`config.mk`:
```
export PLATFORM = sky130hd
export DESIGN_NAME = rlt_timer
export DESIGN_NICKNAME = d
export VERILOG_FILES = /design/src/core/rlt_pkg.sv /design/src/core/rlt_timer.sv /design/src/core/rlt_clk_div.sv
export SDC_FILE = /design/constraint.sdc
export NUM_CORES = 1
export LEC_CHECK = 0
export ABC_AREA = 1
export BUFFER_PORTS_ARGS = -buffer_cell sky130_fd_sc_hd__buf_2
export CAP_MARGIN = 20
export CORE_ASPECT_RATIO = 0.6
export CORE_MARGIN = 2
export CORE_UTILIZATION = 60
export CTS_CLUSTER_DIAMETER = 80
export DETAILED_ROUTE_END_ITERATION = 8
export HOLD_SLACK_MARGIN = 0.1
export PLACE_DENSITY = 0.83
export SKIP_LAST_GASP = 1
export SLEW_MARGIN = 20
export SYNTH_ARGS = -nofsm -noshare
export SYNTH_HDL_FRONTEND = slang
export SYNTH_HIERARCHICAL = 1
export SYNTH_SLANG_ARGS = --single-unit
```
`constraint.sdc`:
```
create_clock -name aclk -period 4.9 [get_ports aclk]
set_clock_uncertainty 0.1 [all_clocks]
set_input_delay 0.49 -clock aclk [delete_from_list [all_inputs] [get_ports aclk]]
set_output_delay 0.49 -clock aclk [all_outputs]
set_load 0.02 [all_outputs]
```
`src/core/rlt_pkg.sv`:
```
// package for the 16-bit reload timer with capture
// assumes an AXI4-Lite host with 8-bit byte addresses and 32-bit data

package rlt_pkg;

    // ------------------------------------------------------------
    // register byte addresses
    // ------------------------------------------------------------
    localparam int          ADDR_W        = 8;
    localparam logic [7:0]  ADDR_CLK_CTRL = 8'hC0;
    localparam logic [7:0]  ADDR_IRQ_EN   = 8'hC4;
    localparam logic [7:0]  ADDR_CTRL     = 8'hC8;
    localparam logic [7:0]  ADDR_RL_LO    = 8'hCC;
    localparam logic [7:0]  ADDR_RL_HI    = 8'hD0;
    localparam logic [7:0]  ADDR_CNT_LO   = 8'hD4;
    localparam logic [7:0]  ADDR_CNT_HI   = 8'hD8;
    localparam logic [7:0]  ADDR_EVT_STAT = 8'hDC;
    localparam logic [7:0]  ADDR_EVT_MASK = 8'hE0;

    // ------------------------------------------------------------
    // field positions and reset values
    // ------------------------------------------------------------
    localparam int          CLK_HI_SYS_BIT = 5;
    localparam int          CLK_LO_SYS_BIT = 4;
    localparam int          EVT_HI_BIT     = 0;
    localparam int          EVT_LO_BIT     = 1;
    localparam int          EVT_CAP_BIT    = 2;
    localparam logic [7:0]  BYTE_RST       = 8'h00;
    localparam logic [2:0]  EVT_RST        = 3'h0;
    localparam logic [7:0]  BYTE_ONES      = 8'hFF;

    // ------------------------------------------------------------
    // dividers
    // ------------------------------------------------------------
    localparam int          SYS_DIV      = 12;
    localparam logic [3:0]  SYS_DIV_LAST = 4'(SYS_DIV - 1);
    localparam logic [2:0]  EXT_RISE_CNT = 3'h3;
    localparam logic [2:0]  EXT_FALL_CNT = 3'h7;

    // ------------------------------------------------------------
    // bus answers
    // ------------------------------------------------------------
    localparam logic [1:0]  RESP_OKAY   = 2'h0;
    localparam logic [1:0]  RESP_SLVERR = 2'h2;

    // timer control register layout, msb first
    typedef struct packed {
        logic high_overflow_flag;
        logic low_overflow_flag;
        logic low_irq_enable;
        logic capture_enable;
        logic split_mode_sel;
        logic run_control;
        logic rsvd;
        logic ext_clock_sel;
    } rlt_ctrl_t;

    localparam rlt_ctrl_t CTRL_RST = 8'h00;

endpackage

```
`src/core/rlt_timer.sv`:
```
// 16-bit reload timer with split 8-bit mode and external clock capture
// assumes an AXI4-Lite master on aclk and an asynchronous ext_osc pin
//
// Operation
// - two count bytes, 16-bit or split 8-bit
// - system clock, its /12 or synchronised ext/8
// - 16-bit rollover reloads both bytes, sets high flag
// - 16-bit overflow interrupts when timer irq enabled
// - low byte rollover interrupts with low enable
// - split: each byte reloads from own reload
// - split: run gates high byte only
// - per-byte clock select with external select
// - split: byte overflows set their own flags
// - split: high always, low with low enable
// - hardware never clears flags; software must
// - capture copies count to reload, sets flag
// - capture on falling edge of ext/8
// - capture mode: low byte counts system clock or its /12
// - system clock select with capture: every cycle
// - control register at 0xC8, zero reset

`timescale 1ns/1ps
`default_nettype none

module rlt_timer
    import rlt_pkg::*;
(
    input  wire logic              aclk,
    input  wire logic              aresetn,
    input  wire logic [ADDR_W-1:0] awaddr,
    input  wire logic              awvalid,
    output logic                   awready,
    input  wire logic [31:0]       wdata,
    input  wire logic [3:0]        wstrb,
    input  wire logic              wvalid,
    output logic                   wready,
    output logic [1:0]             bresp,
    output logic                   bvalid,
    input  wire logic              bready,
    input  wire logic [ADDR_W-1:0] araddr,
    input  wire logic              arvalid,
    output logic                   arready,
    output logic [31:0]            rdata,
    output logic [1:0]             rresp,
    output logic                   rvalid,
    input  wire logic              rready,
    input  wire logic              ext_osc,
    output logic                   irq
);

    // ------------------------------------------------------------
    // helpers
    // ------------------------------------------------------------
    function automatic logic is_mapped(input logic [ADDR_W-1:0] a);
        is_mapped = (a == ADDR_CLK_CTRL) || (a == ADDR_IRQ_EN)
                 || (a == ADDR_CTRL)     || (a == ADDR_RL_LO)
                 || (a == ADDR_RL_HI)    || (a == ADDR_CNT_LO)
                 || (a == ADDR_CNT_HI)   || (a == ADDR_EVT_STAT)
                 || (a == ADDR_EVT_MASK);
    endfunction

    // count enable of one byte from its select bits
    function automatic logic pick_tick(input logic sys_sel, input logic x_sel,
                                       input logic t12, input logic tx);
        pick_tick = sys_sel ? 1'b1 : (x_sel ? tx : t12);
    endfunction

    rlt_ctrl_t         ctrl_q;
    logic [7:0]        clk_ctrl_q;
    logic              irq_en_q;
    logic [7:0]        rl_lo_q;
    logic [7:0]        rl_hi_q;
    logic [7:0]        cnt_lo_q;
    logic [7:0]        cnt_hi_q;
    logic [2:0]        evt_q;
    logic [2:0]        mask_q;
    logic              aw_got_q;
    logic              w_got_q;
    logic [ADDR_W-1:0] aw_addr_q;
    logic [31:0]       w_data_q;
    logic              w_lane_q;
    logic              sys12_tick;
    logic              ext_tick;
    logic              cap_tick;

    // ------------------------------------------------------------
    // clock enables
    // ------------------------------------------------------------
    rlt_clk_div u_div (
        .aclk       (aclk),
        .aresetn    (aresetn),
        .ext_osc    (ext_osc),
        .sys12_tick (sys12_tick),
        .ext_tick   (ext_tick),
        .cap_tick   (cap_tick)
    );

    // ------------------------------------------------------------
    // AXI4-Lite write channel
    // ------------------------------------------------------------
    logic wr_en;
    logic wr_go;

    assign wr_en = aw_got_q & w_got_q & ~bvalid;
    assign wr_go = wr_en & w_lane_q;

    always_ff @(posedge aclk)
    begin
        if (!aresetn)
        begin
            awready   <= 1'b0;
            wready    <= 1'b0;
            aw_got_q  <= 1'b0;
            w_got_q   <= 1'b0;
            aw_addr_q <= '0;
            w_data_q  <= 32'h0000_0000;
            w_lane_q  <= 1'b0;
            bvalid    <= 1'b0;
            bresp     <= RESP_OKAY;
        end
        else
        begin
            // address and data are taken independently, in either order
            if (awvalid && awready)
            begin
                awready   <= 1'b0;
                aw_got_q  <= 1'b1;
                aw_addr_q <= awaddr;
            end
            else if (!aw_got_q && !bvalid)
                awready <= 1'b1;
            if (wvalid && wready)
            begin
                wready   <= 1'b0;
                w_got_q  <= 1'b1;
                w_data_q <= wdata;
                w_lane_q <= wstrb[0];
            end
            else if (!w_got_q && !bvalid)
                wready <= 1'b1;
            if (wr_en)
            begin
                aw_got_q <= 1'b0;
                w_got_q  <= 1'b0;
                bvalid   <= 1'b1;
                bresp    <= is_mapped(aw_addr_q) ? RESP_OKAY : RESP_SLVERR;
            end
            else if (bready)
                bvalid <= 1'b0;
        end
    end

    // per-register write strobes, low byte lane only
    logic we_clk;
    logic we_ien;
    logic we_ctrl;
    logic we_rl_lo;
    logic we_rl_hi;
    logic we_cnt_lo;
    logic we_cnt_hi;
    logic we_evt;
    logic we_mask;

    assign we_clk    = wr_go & (aw_addr_q == ADDR_CLK_CTRL);
    assign we_ien    = wr_go & (aw_addr_q == ADDR_IRQ_EN);
    assign we_ctrl   = wr_go & (aw_addr_q == ADDR_CTRL);
    assign we_rl_lo  = wr_go & (aw_addr_q == ADDR_RL_LO);
    assign we_rl_hi  = wr_go & (aw_addr_q == ADDR_RL_HI);
    assign we_cnt_lo = wr_go & (aw_addr_q == ADDR_CNT_LO);
    assign we_cnt_hi = wr_go & (aw_addr_q == ADDR_CNT_HI);
    assign we_evt    = wr_go & (aw_addr_q == ADDR_EVT_STAT);
    assign we_mask   = wr_go & (aw_addr_q == ADDR_EVT_MASK);

    // ------------------------------------------------------------
    // count engine
    // ------------------------------------------------------------
    logic tick_lo;
    logic tick_hi;
    logic run16;
    logic lo_inc;
    logic hi_inc;
    logic lo_ovf;
    logic hi_ovf;
    logic cap_go;

    always_comb
    begin
        // capture mode only offers the low byte the system clock or its /12 tick
        tick_lo = pick_tick(clk_ctrl_q[CLK_LO_SYS_BIT],
                            ctrl_q.ext_clock_sel & ~ctrl_q.capture_enable,
                            sys12_tick, ext_tick);
        tick_hi = pick_tick(clk_ctrl_q[CLK_HI_SYS_BIT], ctrl_q.ext_clock_sel,
                            sys12_tick, ext_tick);
        run16   = ~ctrl_q.split_mode_sel & ctrl_q.run_control & tick_lo;
        lo_inc  = ctrl_q.split_mode_sel ? tick_lo : run16;
        hi_inc  = ctrl_q.split_mode_sel ? (ctrl_q.run_control & tick_hi)
                                        : (run16 & (cnt_lo_q == BYTE_ONES));
        lo_ovf  = lo_inc & (cnt_lo_q == BYTE_ONES);
        hi_ovf  = hi_inc & (cnt_hi_q == BYTE_ONES);
        cap_go  = ctrl_q.capture_enable & cap_tick;
    end

    // count bytes; a software write beats a count or reload
    always_ff @(posedge aclk)
    begin
        if (!aresetn)
        begin
            cnt_lo_q <= BYTE_RST;
            cnt_hi_q <= BYTE_RST;
        end
        else
        begin
            if (we_cnt_lo)
                cnt_lo_q <= w_data_q[7:0];
            else if (lo_ovf && (ctrl_q.split_mode_sel || hi_ovf))
                cnt_lo_q <= rl_lo_q;
            else if (lo_inc)
                cnt_lo_q <= cnt_lo_q + 8'h01;
            if (we_cnt_hi)
                cnt_hi_q <= w_data_q[7:0];
            else if (hi_ovf)
                cnt_hi_q <= rl_hi_q;
            else if (hi_inc)
                cnt_hi_q <= cnt_hi_q + 8'h01;
        end
    end

    // reload bytes, also the capture destination
    always_ff @(posedge aclk)
    begin
        if (!aresetn)
        begin
            rl_lo_q <= BYTE_RST;
            rl_hi_q <= BYTE_RST;
        end
        else
        begin
            if (we_rl_lo)
                rl_lo_q <= w_data_q[7:0];
            else if (cap_go)
                rl_lo_q <= cnt_lo_q;
            if (we_rl_hi)
                rl_hi_q <= w_data_q[7:0];
            else if (cap_go)
                rl_hi_q <= cnt_hi_q;
        end
    end

    // ------------------------------------------------------------
    // control, clock select and flags
    // ------------------------------------------------------------
    // a flag set by hardware wins over a software clear in the same cycle
    always_ff @(posedge aclk)
    begin
        if (!aresetn)
        begin
            ctrl_q     <= CTRL_RST;
            clk_ctrl_q <= BYTE_RST;
            irq_en_q   <= 1'b0;
        end
        else
        begin
            if (we_ctrl)
            begin
                ctrl_q      <= rlt_ctrl_t'(w_data_q[7:0]);
                ctrl_q.rsvd <= 1'b0;
            end
            if (hi_ovf || cap_go)
                ctrl_q.high_overflow_flag <= 1'b1;
            if (lo_ovf)
                ctrl_q.low_overflow_flag <= 1'b1;
            if (we_clk)
                clk_ctrl_q <= w_data_q[7:0];
            if (we_ien)
                irq_en_q <= w_data_q[0];
        end
    end

    // ------------------------------------------------------------
    // interrupt status, mask and output
    // ------------------------------------------------------------
    logic [2:0] evt_set;

    assign evt_set = {cap_go, lo_ovf, hi_ovf};

    always_ff @(posedge aclk)
    begin
        if (!aresetn)
        begin
            evt_q  <= EVT_RST;
            mask_q <= EVT_RST;
            irq    <= 1'b0;
        end
        else
        begin
            // write one to clear; a new event still lands
            evt_q <= (evt_q & ~(we_evt ? w_data_q[2:0] : 3'h0)) | evt_set;
            if (we_mask)
                mask_q <= w_data_q[2:0];
            // low flag only counts with low enable set
            irq <= (irq_en_q & (ctrl_q.high_overflow_flag
                   | (ctrl_q.low_irq_enable & ctrl_q.low_overflow_flag)))
                   | |(evt_q & mask_q);
        end
    end

    // ------------------------------------------------------------
    // AXI4-Lite read channel
    // ------------------------------------------------------------
    logic [7:0] rd_byte;

    always_comb
    begin
        unique case (araddr)
            ADDR_CLK_CTRL: rd_byte = clk_ctrl_q;
            ADDR_IRQ_EN:   rd_byte = {7'h00, irq_en_q};
            ADDR_CTRL:     rd_byte = ctrl_q;
            ADDR_RL_LO:    rd_byte = rl_lo_q;
            ADDR_RL_HI:    rd_byte = rl_hi_q;
            ADDR_CNT_LO:   rd_byte = cnt_lo_q;
            ADDR_CNT_HI:   rd_byte = cnt_hi_q;
            ADDR_EVT_STAT: rd_byte = {5'h00, evt_q};
            ADDR_EVT_MASK: rd_byte = {5'h00, mask_q};
            default:       rd_byte = 8'h00;
        endcase
    end

    always_ff @(posedge aclk)
    begin
        if (!aresetn)
        begin
            arready <= 1'b0;
            rvalid  <= 1'b0;
            rdata   <= 32'h0000_0000;
            rresp   <= RESP_OKAY;
        end
        else if (arvalid && arready)
        begin
            arready <= 1'b0;
            rvalid  <= 1'b1;
            rdata   <= {24'h00_0000, rd_byte};
            rresp   <= is_mapped(araddr) ? RESP_OKAY : RESP_SLVERR;
        end
        else if (rvalid)
        begin
            if (rready)
                rvalid <= 1'b0;
        end
        else
            arready <= 1'b1;
    end
endmodule

`default_nettype wire

```
`src/core/rlt_clk_div.sv`:
```
// count clock enables: system clock / 12 and external oscillator / 8
// assumes ext_osc is asynchronous and much slower than aclk

`timescale 1ns/1ps
`default_nettype none

module rlt_clk_div
    import rlt_pkg::*;
(
    input  wire logic aclk,
    input  wire logic aresetn,
    input  wire logic ext_osc,
    output logic      sys12_tick,
    output logic      ext_tick,
    output logic      cap_tick
);

    logic [3:0] pre_q;
    logic [2:0] sync_q;
    logic [2:0] ediv_q;
    logic       ext_rise;

    // ------------------------------------------------------------
    // system clock prescaler
    // ------------------------------------------------------------
    always_ff @(posedge aclk)
    begin
        if (!aresetn)
        begin
            pre_q      <= 4'h0;
            sys12_tick <= 1'b0;
        end
        else
        begin
            pre_q      <= (pre_q == SYS_DIV_LAST) ? 4'h0 : pre_q + 4'h1;
            sys12_tick <= (pre_q == SYS_DIV_LAST);
        end
    end

    // ------------------------------------------------------------
    // external clock synchroniser and divide by eight
    // ------------------------------------------------------------
    // sync_q[0] feeds only sync_q[1]; edge detect uses stages 1 and 2
    assign ext_rise = sync_q[1] & ~sync_q[2];

    always_ff @(posedge aclk)
    begin
        if (!aresetn)
        begin
            sync_q   <= 3'h0;
            ediv_q   <= 3'h0;
            ext_tick <= 1'b0;
            cap_tick <= 1'b0;
        end
        else
        begin
            sync_q   <= {sync_q[1:0], ext_osc};
            ediv_q   <= ext_rise ? ediv_q + 3'h1 : ediv_q;
            // divided clock is ediv_q[2]: rises at 3->4, falls at 7->0
            ext_tick <= ext_rise & (ediv_q == EXT_RISE_CNT);
            cap_tick <= ext_rise & (ediv_q == EXT_FALL_CNT);
        end
    end
endmodule

`default_nettype wire

```
; Word level (Yosys, flattened, before mapping)
; Cells that the tools add are included.
[word_totals]
ff_bits = 104
output_inout_bits = 42
elab_cells = 166
[classes]
n_addsub = 4
eq_ne = 23
muxes = 28
n_bitwise = 36
reduce_logical = 40
[op_table]
columns = operator, n
row1 = 8-bit equality test (second input constant), 20
row2 = 8-bit 2-to-1 mux, 11
row3 = 8-bit one-hot mux with 9 select lines, 1
row4 = 1-bit AND, 25
row5 = 1-bit logical OR, 18
row6 = 8-bit by 1-bit adder with 8-bit output (second input constant), 2
row7 = 1-bit 2-to-1 mux, 13
row8 = 2-bit nonzero test, 5
row9 = 2-bit OR reduction, 5
row10 = 3-bit AND, 2
row11 = 1-bit logical AND, 6
row12 = 3-bit nonzero test, 2
row13 = 1-bit NOT, 5
row14 = 4-bit by 1-bit adder with 4-bit output (second input constant), 1
row15 = 4-bit equality test (second input constant), 1
row16 = 2-bit 2-to-1 mux, 2
row17 = 3-bit by 1-bit adder with 3-bit output (second input constant), 1
row18 = 3-bit by 2-bit equality test with 1-bit output (second input constant), 1
row19 = 3-bit equality test (second input constant), 1
row20 = 1-bit zero test, 3
row21 = 3-bit 2-to-1 mux, 1
row22 = 3-bit NOT, 1
row23 = 3-bit bitwise OR, 1
row24 = 3-bit OR reduction, 1
row25 = 1-bit bitwise OR, 2

; Depth between registers and ports, before layout
; Gate-level depths: netlist of run 1.
[logic_depth]
word_depth = 12
depth_mapped = 12
mapped_depth_nobuf = 12

; Cells and area by module
; Netlist of run 1, hierarchy kept.
[by_module_without_submodules]
columns = module, n_inst, cells_each, area_each_um2, seq_area_each_um2
row1 = rlt_timer, 1, 681, 4749.6, 1781.7
row2 = rlt_clk_div, 1, 58, 501.7, 260.2

; Worst setup path before layout of run 1
; Ideal clock, no wire load.
[synth_timing]
path_type = register to register
startpoint = reg cnt_hi_q[0]
endpoint = reg cnt_hi_q[0]
setup_time_ps = 132
t_arrival_ps = 1477
required_ps = 4668
setup_slack_ps = 3190
stages_incl_launch_ff = 10
synth_period_minus_slack_ps = 1710
path_cell_list = dfxtp_1 -> ha_1 -> nand2_2 -> nor3_2 -> nand2_2 -> nor2_4 -> nand2_4 -> buf_6 -> o211ai_1 -> a21oi_1
[synth_between]
elab_chain_cells = 4
elab_cells_between_ends = 7
cone_classes = add/sub (1) / eq/ne (1) / mux (3) / bitwise (1) / reduce/logical (1)
[synth_rtl]
columns = item, line_no
row1 = start: declaration, rlt_timer.sv:74  ; logic [7:0] cnt_hi_q;
row2 = start signal: assignment, rlt_timer.sv:220  ; cnt_hi_q <= w_data_q[7:0];
row3 = start signal: assignment, rlt_timer.sv:222  ; cnt_hi_q <= rl_hi_q;
row4 = start signal: assignment, rlt_timer.sv:224  ; cnt_hi_q <= cnt_hi_q + 8'h01;
row5 = 8-bit by 1-bit adder with 8-bit output / 8-bit equality test (equally long branches), "rlt_timer.sv:224, rlt_timer.sv:199"
row6 = 8-bit 2-to-1 mux / 1-bit AND (equally long branches), "rlt_timer.sv:223, rlt_timer.sv:199"
row7 = 8-bit 2-to-1 mux, rlt_timer.sv:221  ; else if (hi_ovf)
row8 = 8-bit 2-to-1 mux, rlt_timer.sv:219  ; if (we_cnt_hi)
; Parallel ways exist; a longest one is shown, timed or not. The select of a mux whose other input is x is not followed.
; A chain may end at the register's enable or synchronous reset.

; Final worst setup path of run 1
[layout_timing]
startpoint = in aresetn
endpoint = reg irq_en_q
[layout_rtl]
columns = item, line_no
row1 = start: declaration, rlt_timer.sv:29  ; input wire logic aresetn,
row2 = end signal: assignment, rlt_timer.sv:275  ; irq_en_q <= w_data_q[0];
row3 = end: declaration, rlt_timer.sv:70  ; logic irq_en_q;
; No word-level cell between the ends.

==> flow_summary_export.csv, run 1 <==
group,metric,value,unit
run_status,outcome,"complete, no violations",
yosys,netlist-cell-type-count,39,
yosys,yosysTopAreaCell,"dfxtp_1",
placement,placed_area,5436,µm²
sta,drv_slew,0,
sta,fmax,439.4,MHz
routing,drc,0,
sta,setup_tns,0,ns
setup_path,critPathCaptureType,"flip-flop",
power_and_ir_drop,power.leakage,2.341,nW
yosys,synth.top_cells.by_area,"dfxtp_1 (39%), nand2_1 (8.6%), o21ai_0 (8.3%), a21oi_1 (7.5%), inv_1 (7.4%)",
yosys,yosysSeqAreaShare,38.88,%
yosys,avgSynthCellArea,7.106,µm²
power_and_ir_drop,pwr-share-seq,51.3,%
setup_path,crit_slowest_cell,"clkinv_1",
routing,drt_pre_antenna_iters,7,
setup_path,cp.arrival,2.43,ns
global_route,track_usage,29.89,%
cts,cts.htree.levels,3,
yosys,ys.flop_type,"dfxtp_1",
power_and_ir_drop,pwr-share-clk,41.1,%
placement,port_buffers,48,
sta,max_slew_margin,23.48,%
die,design.core.area,8491,µm²
finish,fin_area,5738,µm²
sta,max_slew.worst_pin.slew,1.145,ns
routing,antenna_left,0,
setup_path,rr_worst_depth,9,
placement,place.gp.congestion,0.9400,
sta,setup_viol,0,
power_and_ir_drop,power_frac_comb,7.7,%
cts,cts_setup_buffers,0,
setup_path,startpoint_type,"primary input",
worst_hold_path,holdPathStages,3,
yosys,yosysWarningCount,6,
worst_hold_path,hp-class,"primary input to flip-flop",
cts,clk_latency,0.35,ns
setup_path,critPathBufInv,4,
die,initial_core_util,61.85,%
setup_path,r2r-start,"cnt_lo_q[0]",
routing,via_per_inst,5.646,
worst_hold_path,hold_end,"u_div/sync_q[0]",
cts,cts_buffer_depth,2,
finish,finalNonFillerCells,895,
power_and_ir_drop,p_int,1.246,mW
yosys,ys_ff_latch,102,
yosys,async_flop_share,0,%
cts,cts-hold-fix-buffers,0,
yosys,syn_area,5251,µm²
setup_path,r2r-end,"cnt_lo_q[1]",
power_and_ir_drop,power_switching,0.4368,mW
cts,cts_root_buf,"clkbuf_16",
global_route,grt_remaining_overflow,0,
power_and_ir_drop,swShare,25.96,%
die,die_y,76.47,µm
finish,nNetsFinal,844,
global_route,grt_pass1_vias,4489,
placement,dp.final_hpwl,10.40,mm
die,die-area,9541,µm²
yosys,synth_top_area_share,38.88,%
worst_hold_path,hold_start,"ext_osc",
setup_path,r2r_slack,2.67,ns
placement,dp.cells,878,
yosys,synth.most_common_cell,"nand2_1",
finish,drive_gt1_share,13.15,%
routing,wirelength,14.32,mm
finish,antenna_cells,0,
cts,cts_tree,"yes",
global_route,grt_pass1_wl,22.66,mm
setup_path,cpPeakStageDelay,0.68,ns
setup_path,path_cells,"buf_2 -> buf_4 -> clkinv_1 -> buf_8 -> a311oi_1",
die,num_rows,26,
job,maxCapViolCount,0,
sta,hold_viol_final,0,
power_and_ir_drop,power_density,293.2,nW/µm²
routing,drt_iter0_markers,554,
finish,areaGrowthSynthToFinish,9.268,%
yosys,syn_inst,739,
global_route,grt_start_max_net_pins,69,
setup_path,crit_family,"buffers and inverters",
sta,rsz0062_at_grt,"false",
global_route,antenna_found_initial,0,
die,pin_count,102,
routing,vias,5053,
setup_path,cp_data_required_time,5.06,ns
die,fp.dieW,124.8,µm
sta,fin_crit_sh,46.44,%
sta,layout_min_cycle_time,2.276,ns
cts,cts_sinks,102,
yosys,synth-edff-count,0,
setup_path,path_max_fanout,68,
power_and_ir_drop,ir_drop,0.2476,mV
setup_path,critical_path_class,"primary input to flip-flop",
routing,wire_per_inst,16.00,µm
cts,path_clk_slew,0.07,ns
cts,cts_resized,0,
cts,cts_buffers,9,
yosys,synth_commonest_cells,"nand2_1 (120), inv_1 (103), dfxtp_1 (102)",
finish,final.fill_count,741,
-- worst max-delay path by stage --
stage / end / cells after the start / startpoint / slack [ns]
floorplan: cnt_hi_q[0] / 9 / cnt_hi_q[0] / 3.19
global placement: irq_en_q / 4 / aresetn / 2.55
detailed placement: irq_en_q / 4 / aresetn / 2.47
CTS: cnt_lo_q[6] / 9 / cnt_lo_q[0] / 2.72
global route: irq_en_q / 5 / aresetn / 2.46
finish: irq_en_q / 5 / aresetn / 2.62
-- registers in the layout, summed over array words and instances, names as in the netlist, 3 cells and up --
register and count:
clk_ctrl_q 8, rl_hi_q 8, w_data_q 8, rl_lo_q 8, u_div/sync_q 3, mask_q 3, aw_addr_q 8, evt_q 3
u_div/ediv_q 3, cnt_lo_q 8, ctrl_q 7, u_div/pre_q 4, cnt_hi_q 8, rdata 8
-- power groups by stage --
stage	registers (mW)	logic (mW)	clock network, mW
finish	0.863	0.129	0.691
global route	0.865	0.142	0.739
CTS	0.862	0.125	0.696
detailed placement	0.882	0.125	0
global placement	0.880	0.121	0
floorplan	0.883	0.0988	0
-- cell usage in the layout, fill, tap and decap left out, types with 4 or more instances in the layout --
master,netlist,final
nor3_1,7,7
nand4_1,5,5
a21oi_1,79,79
nor2_2,8,8
dfxtp_1,102,102
nand2_2,7,7
conb_1,1,26
nor2_1,50,50
inv_2,5,5
o22ai_1,23,23
ha_1,6,6
nand2_1,120,120
nor2_4,4,4
nand3_2,4,4
o21ai_0,87,87
clkbuf_16,0,9
inv_1,103,102
nand3_1,39,39
buf_2,3,48
xor2_1,9,9
o211ai_1,8,8
-- per-stage QoR --
| step | hold WS [ns] | utilization [%] | total power, mW | setup slack, ns |
|---|---|---|---|---|
| finish | 0.2253 | 67.58 | 1.683 | 2.624 |
| global placement | 0.2918 | 64.03 | 1.001 | 2.554 |
| global route | 0.2334 | 67.58 | 1.745 | 2.456 |
| CTS | 0.2256 | 67.40 | 1.684 | 2.722 |
| floorplan | 0.2905 | - | 0.9818 | 3.190 |
| detailed placement | 0.3189 | 64.03 | 1.007 | 2.470 |
-- worst reg2reg max path, cell delays in order, from the launching register on --
cell and delay [ns]:
dfxtp_1 0.40, ha_1 0.27, nand3_2 0.12, nor2_2 0.21
inv_1 0.07, nor2_2 0.48, nand2_4 0.15, nand2_1 0.10
nand3_1 0.07, a21oi_1 0.17
-- cell type report --
type	count	area, µm²	share of cell area [%]
inverters	109	409.1	7.130
repair buffers	50	262.8	4.579
well taps	112	140.1	2.442
clock inverters	5	43.79	0.7632
clock buffers	11	242.7	4.230
multi-input cells	506	2597	45.27
flip-flops and latches	102	2042	35.59
-- cells by family (layout without fill, tap and decap cells) --
kind of cell / count (synthesis) / after routing / synth area share, %
and+or+nand+nor: 256 / 256 / 23.11
AOI/OAI and AO/OA: 207 / 207 / 21.23
buffers and inverters: 156 / 175 / 13.44
DFF: 102 / 102 / 38.88
xor gates and xnor gates: 11 / 11 / 1.835
adders and majority gates: 6 / 6 / 1.430
other: 1 / 26 / 0.07141
-- layer usage --
layer  vias up  global-route usage [%]  part of all wire [%]
li1       2465                       -                     -
met1      2288                   43.98                    45
met2       282                   44.43                    41
met3        18                   6.671                    12
met4         0                   7.416                   1.4
met5         -                       0                     0
Note: power is estimated with default switching activity, not from simulation.
==> inputs of run 2 (changes only) <==
CORE_UTILIZATION = 50   (was 60)
PLACE_DENSITY = 0.73   (was 0.83)
clock period = 1.87 ns   (was 4.9 ns; I/O delays follow)
==> run 2 against run 1 <==
Net effect:
- final cell count is 9.5% higher
- design area is 13% higher
- routed wire length is 8.6% higher
- register-to-register slack worse by 2.7 ns
- first-iteration DRC count is 8.1% higher
- clock power grew to 2.8 times the previous value
- critical path type is now flip-flop to flip-flop
==> flow_summary_export.csv, run 2 (same netlist as run 1, synthesis figures left out) <==
group,metric,value,unit
run_status,outcome,"complete, no violations",
finish,multi_input_area,2710,µm²
routing,antenna_left,0,
setup_path,crit_top_cell,"nand2_2",
placement,place.gp.congestion,0.9304,
worst_hold_path,hp-class,"primary input to flip-flop",
routing,wirelength,15.55,mm
cts,clk_latency,0.35,ns
cts,cts_buffers,9,
sta,max_slew_margin,65.38,%
placement,port_buffers,48,
die,die-area,11370,µm²
finish,drive_gt1_share,18.70,%
routing,drt_iter0_markers,599,
sta,setup_slack,0.006206,ns
sta,fin_crit_sh,99.67,%
global_route,grt_pass1_wl,23.64,mm
setup_path,cp.arrival,1.99,ns
die,num_rows,28,
finish,register_area,2046,µm²
die,design.core.area,10020,µm²
routing,vias,5454,
setup_path,startpoint_type,"flip-flop",
cts,path_clk_slew,0.07,ns
finish,final.fill_count,886,
setup_path,path_max_fanout,10,
global_route,grt_remaining_overflow,0,
sta,hold_viol_final,0,
setup_path,critPathCaptureType,"flip-flop",
setup_path,crit_family,"simple AND/OR/NAND/NOR gates",
routing,wire_per_inst,15.86,µm
cts,cts_tree,"yes",
cts,cts_buffer_depth,2,
sta,max_slew.worst_pin.slew,0.5180,ns
die,initial_core_util,52.41,%
routing,drc,0,
cts,cts.htree.levels,3,
sta,setup_viol,0,
cts,cts_root_buf,"clkbuf_16",
cts,cts_sinks,102,
placement,dp.final_hpwl,10.92,mm
setup_path,crit_slowest_cell,"o21ai_0",
die,die_y,83.38,µm
setup_path,critPathBufInv,1,
sta,layout_min_cycle_time,1.864,ns
sta,drv_slew,0,
power_and_ir_drop,power_density,709.6,nW/µm²
global_route,grt_pass1_vias,4868,
finish,layout_common_cells,"nand2_1 (119), inv_1 (102), dfxtp_1 (99)",
routing,drt_pre_antenna_iters,5,
power_and_ir_drop,power.leakage,2.667,nW
sta,whs,0.2097,ns
global_route,antenna_found_initial,0,
setup_path,r2r_slack,0.006,ns
finish,nNetsFinal,906,
routing,via_per_inst,5.565,
power_and_ir_drop,power.total,4.584,mW
finish,final_common_cell,"nand2_1",
setup_path,path_cells,"nor2_2 -> nand2_2 -> nor2_4 -> nand2_2 -> inv_1 -> nand2_1 -> o21ai_0 -> a21oi_1",
die,pin_count,102,
setup_path,cpPeakStageDelay,0.42,ns
power_and_ir_drop,ir_drop,0.5589,mV
die,fp.dieW,136.3,µm
placement,post-place-ws,-0.006523,ns
sta,setup_tns,0,ns
finish,final_util,64.47,%
global_route,grt_start_max_net_pins,49,
finish,areaGrowthSynthToFinish,23.02,%
setup_path,critical_path_class,"flip-flop to flip-flop",
sta,fmax,536.5,MHz
setup_path,cp_data_required_time,1.99,ns
sta,rsz0062_at_grt,"true",
global_route,track_usage,26.67,%
job,maxCapViolCount,0,
finish,antenna_cells,0,
-- run 2: cell count changes in the layout (fill, tap and decap cells not counted), moves of 3 or more --
cell,change
nor2_4,+4
dfxtp_1,-3
dfxtp_2,+3
dlygate4sd3_1,+21
buf_12,+4
a21oi_2,+3
a21oi_1,-3
nor2_2,-4
buf_4,+36
-- run 2: worst paths after layout --
path                                      start               to  depth (start not counted)
worst min-delay path                    aresetn          awready                          4
worst min register to register  u_div/sync_q[0]  u_div/sync_q[1]                          2
worst max register to register           bvalid        ctrl_q[4]                          8
worst max-delay path                     bvalid        ctrl_q[4]                          8
-- run 2: layer usage --
| layer | vias up | part of all wire (%) | global-route usage [%] |
|---|---|---|---|
| met1 | 2520 | 45 | 38.19 |
| li1 | 2585 | - | - |
| met4 | 0 | 2.1 | 9.186 |
| met3 | 40 | 11 | 6.960 |
| met5 | - | 0 | 0 |
| met2 | 309 | 42 | 38.47 |
-- run 2: per-stage QoR --
stage | instance area [µm²] | std cells
5_1_grt | 6460 | 980
6_report | 6460 | 980
3_3_place_gp | 5731 | 933
2_1_floorplan | 5345 | 764
3_5_place_dp | 5731 | 933
4_1_cts | 6277 | 970
-- run 2: repair_timing --
item | CTS | global route
endpoints found under the setup margin | 8 | 45
hold buffers | 21 | 0
pin swaps | 1 | 12
gates resized for setup | 6 | 21
setup buffers | 0 | 9
cloned | 0 | 1
endpoints found under the hold margin | 21 | 0
-- run 2: worst min-delay path: cells and delay by family --
| family | cells | cell delay (ns) |
|---|---|---|
| AOI/OAI and AO/OA | 1 | 0.09 |
| buffers and inverters | 2 | 0.29 |
| and+or+nand+nor | 1 | 0.04 |
-- run 2: final cells by class --
class / instances / area share (%)
clock buffers: 11 / 3.758
repair buffers: 111 / 12.69
clock inverters: 5 / 0.9878
multi-input cells: 507 / 41.95
flip-flops and latches: 102 / 31.67
inverters: 109 / 6.334
well taps: 135 / 2.615
-- run 2: report_power, final --
| group | switching [mW] | internal, mW | leakage [nW] |
|---|---|---|---|
| Clock | 0.845 | 1.09 | 0.147 |
| Combinational | 0.265 | 0.126 | 1.69 |
| Sequential | 0.0384 | 2.22 | 0.829 |
==> inputs of run 3 (changes only) <==
ABC_AREA = default   (was 1)
==> run 3 against run 2 <==
Net effect:
- the flow now finishes with violations (setup timing)
- worst hold slack worse by 0.092 ns
- via count down 2.9%
- sequential power about the same
- non-clock buffer count rose by 29
- design area increased by 2.2%
- combinational power rose by 7.4%
- register-to-register slack got worse by 0.02 ns
- largest cell class unchanged
- setup slack got worse by 0.019 ns
- clock-buffer cell count shrank 2
- first-iteration DRC count down 29%
- final cell count fell by 9.0%
- core utilization is 1.3 points lower
==> flow_summary_export.csv, run 3 <==
group,metric,value,unit
die,initial_core_util,50.73,%
yosys,synth_top_area_share,38.52,%
yosys,ys.flop_type,"dfxtp_1",
cts,cts_buffers,9,
setup_path,cp-startpoint,"cnt_hi_q[0]",
yosys,yosysWarningCount,6,
global_route,grt_pass1_wl,25.26,mm
yosys,syn_inst,636,
worst_hold_path,hp-class,"primary input to flip-flop",
routing,wirelength,16.16,mm
routing,vias,5296,
yosys,avgSynthCellArea,8.335,µm²
routing,wire_per_inst,18.11,µm
setup_path,startpoint_type,"flip-flop",
worst_hold_path,hold_start,"awvalid",
routing,antenna_left,0,
placement,dp.final_hpwl,11.61,mm
job,maxCapViolCount,0,
die,num_rows,29,
finish,nNetsFinal,814,
yosys,yosysTopAreaCell,"dfxtp_1",
yosys,synth.top_cells.by_area,"dfxtp_1 (39%), nand2_1 (7.2%), a21oi_1 (5.1%), nand3_1 (4.6%), buf_4 (3.7%)",
cts,cts_sinks,102,
power_and_ir_drop,p_int,3.318,mW
sta,max_slew.worst_pin.slew,0.7072,ns
power_and_ir_drop,swShare,27.25,%
yosys,async_flop_share,0,%
global_route,grt_start_max_net_pins,70,
global_route,grt_pass1_vias,4849,
routing,drt_iter0_markers,428,
yosys,synth_commonest_cells,"dfxtp_1 (102), nand2_1 (101), a21oi_1 (54)",
finish,areaGrowthSynthToFinish,24.59,%
power_and_ir_drop,power_density,690.5,nW/µm²
sta,drv_slew,0,
sta,setup_viol,1,
global_route,grt_remaining_overflow,0,
cts,cts.htree.levels,3,
yosys,netlist-cell-type-count,73,
yosys,synth-edff-count,0,
sta,rsz0062_at_grt,"true",
die,design.core.area,10450,µm²
finish,final.fill_count,883,
setup_path,cp_data_required_time,2.01,ns
finish,drive_gt1_share,23.51,%
setup_path,cp.arrival,2.02,ns
setup_path,r2r-start,"cnt_hi_q[0]",
routing,via_per_inst,5.937,
cts,cts_root_buf,"clkbuf_16",
setup_path,path_cells,"ha_4 -> nand4_1 -> o31ai_1 -> nor3b_2 -> buf_6 -> mux2i_1 -> o22ai_1",
setup_path,cpPeakStageDelay,0.36,ns
setup_path,crit_slowest_cell,"dfxtp_2",
sta,hold_viol_final,0,
yosys,ys_ff_latch,102,
cts,clk_latency,0.36,ns
global_route,track_usage,28.55,%
finish,antenna_cells,0,
power_and_ir_drop,ir_drop,0.4880,mV
finish,layout_common_cells,"nand2_1 (100), dfxtp_1 (98), buf_4 (57)",
sta,setup_slack,-0.01308,ns
cts,path_clk_slew,0.08,ns
setup_path,critPathCaptureType,"flip-flop",
sta,layout_min_cycle_time,1.883,ns
power_and_ir_drop,power_frac_comb,9.2,%
sta,fin_crit_sh,100.7,%
power_and_ir_drop,power.total,4.561,mW
finish,final_common_cell,"nand2_1",
sta,setup_tns,-0.01308,ns
setup_path,critical_path_class,"flip-flop to flip-flop",
sta,max_slew_margin,52.85,%
die,fp.dieW,136.9,µm
cts,cts_buffer_depth,2,
power_and_ir_drop,pwr-share-clk,40.8,%
die,die-area,11470,µm²
power_and_ir_drop,power.leakage,2.590,nW
die,die_y,83.76,µm
yosys,syn_area,5301,µm²
power_and_ir_drop,power_switching,1.243,mW
sta,fmax,531.0,MHz
routing,drc,0,
run_status,failed_checks,"setup timing",
yosys,yosysSeqAreaShare,38.52,%
placement,place.gp.congestion,0.9981,
power_and_ir_drop,pwr-share-seq,50.0,%
routing,drt_pre_antenna_iters,5,
die,pin_count,102,
cts,cts_tree,"yes",
placement,port_buffers,48,
global_route,antenna_found_initial,0,
yosys,synth.most_common_cell,"dfxtp_1",
setup_path,path_max_fanout,12,
run_status,outcome,"finished, violations left",
-- run 3: cell types whose count changed after synthesis, sizes merged, moves of 9 or more --
| cell | change |
|---|---|
| a21oi | -26 |
| nand2 | -28 |
| inv | -98 |
| and2 | +9 |
| clkbuf | +12 |
| o21ai | -64 |
| mux2i | +14 |
| nor2 | -13 |
| a22oi | +12 |
| a311oi | +16 |
| o22ai | -18 |
-- run 3: final cells by class --
| cell class | count | area (µm²) | share of cell area [%] |
|---|---|---|---|
| Clock buffer | 9 | 225.2 | 3.410 |
| Multi-Input combinational cell | 485 | 3000 | 45.43 |
| Inverter | 10 | 37.54 | 0.5683 |
| Sequential cell | 102 | 2049 | 31.03 |
| Clock inverter | 7 | 67.56 | 1.023 |
| Timing Repair Buffer | 140 | 1051 | 15.91 |
| Tap cell | 139 | 173.9 | 2.633 |
-- run 3: repair_timing --
item | in CTS | in global routing
pin swaps | 1 | 5
endpoints found under the setup margin | 16 | 42
gates cloned | 0 | 0
hold buffers | 30 | 0
hold endpoints to repair | 24 | 0
buffers inserted | 1 | 3
resized for setup | 1 | 21
-- run 3: final timing paths --
kind | to | slack [ns] | depth (start not counted)
worst max-delay path | cnt_lo_q[1] | -0.01 | 7
worst min-delay path | aw_addr_q[3] | 0.12 | 3
worst max register to register | cnt_lo_q[1] | -0.01 | 7
worst min register to register | u_div/sync_q[1] | 0.34 | 1
-- run 3: metal layers --
metal	part of all wire, %	GRT usage (%)	up-vias	wire, µm
met5	0	0	-	0
li1	-	-	2475	-
met4	1.7	7.685	0	281
met3	9.3	7.407	32	1503
met2	44	41.61	242	7041
met1	45	41.60	2547	7331
-- run 3: worst max-delay path, delay by kind of cell, from the launching register on --
family,cells,cell delay [ns]
buf+inv,1,0.20
simple gates,2,0.41
mux,1,0.23
flops,1,0.36
compound gates,2,0.32
fa+ha+maj,1,0.14
-- run 3: kinds of logic after synthesis --
group,count (synthesis),synth area share [%]
compound gates,159,21.22
xor+xnor,8,1.322
fa+ha+maj,6,1.416
buf+inv,74,7.599
flops,102,38.52
mux,19,4.130
other cells,1,0.07074
simple gates,267,25.73
-- run 3: power by group through the flow --
| stage | logic (mW) | clock network [mW] | registers, mW |
|---|---|---|---|
| finish | 0.419 | 1.86 | 2.28 |
| global route | 0.457 | 1.97 | 2.29 |
| CTS | 0.410 | 1.88 | 2.28 |
| detailed placement | 0.363 | 0 | 2.33 |
| global placement | 0.352 | 0 | 2.32 |
| floorplan | 0.266 | 0 | 2.31 |
-- run 3: metrics by stage --
step           area, µm²  worst slack (ns)  hold WS, ns  std cells  utilization [%]
2_1_floorplan       5404           0.01432       0.2143        661                -
3_3_place_gp        5921          -0.03995       0.3033        843            56.66
3_5_place_dp        5921           -0.1219       0.3070        843            56.66
4_1_cts             6536          -0.04588       0.1014        890            62.55
5_1_grt             6605          -0.09029       0.1282        892            63.21
6_report            6605          -0.01308       0.1178        892            63.21
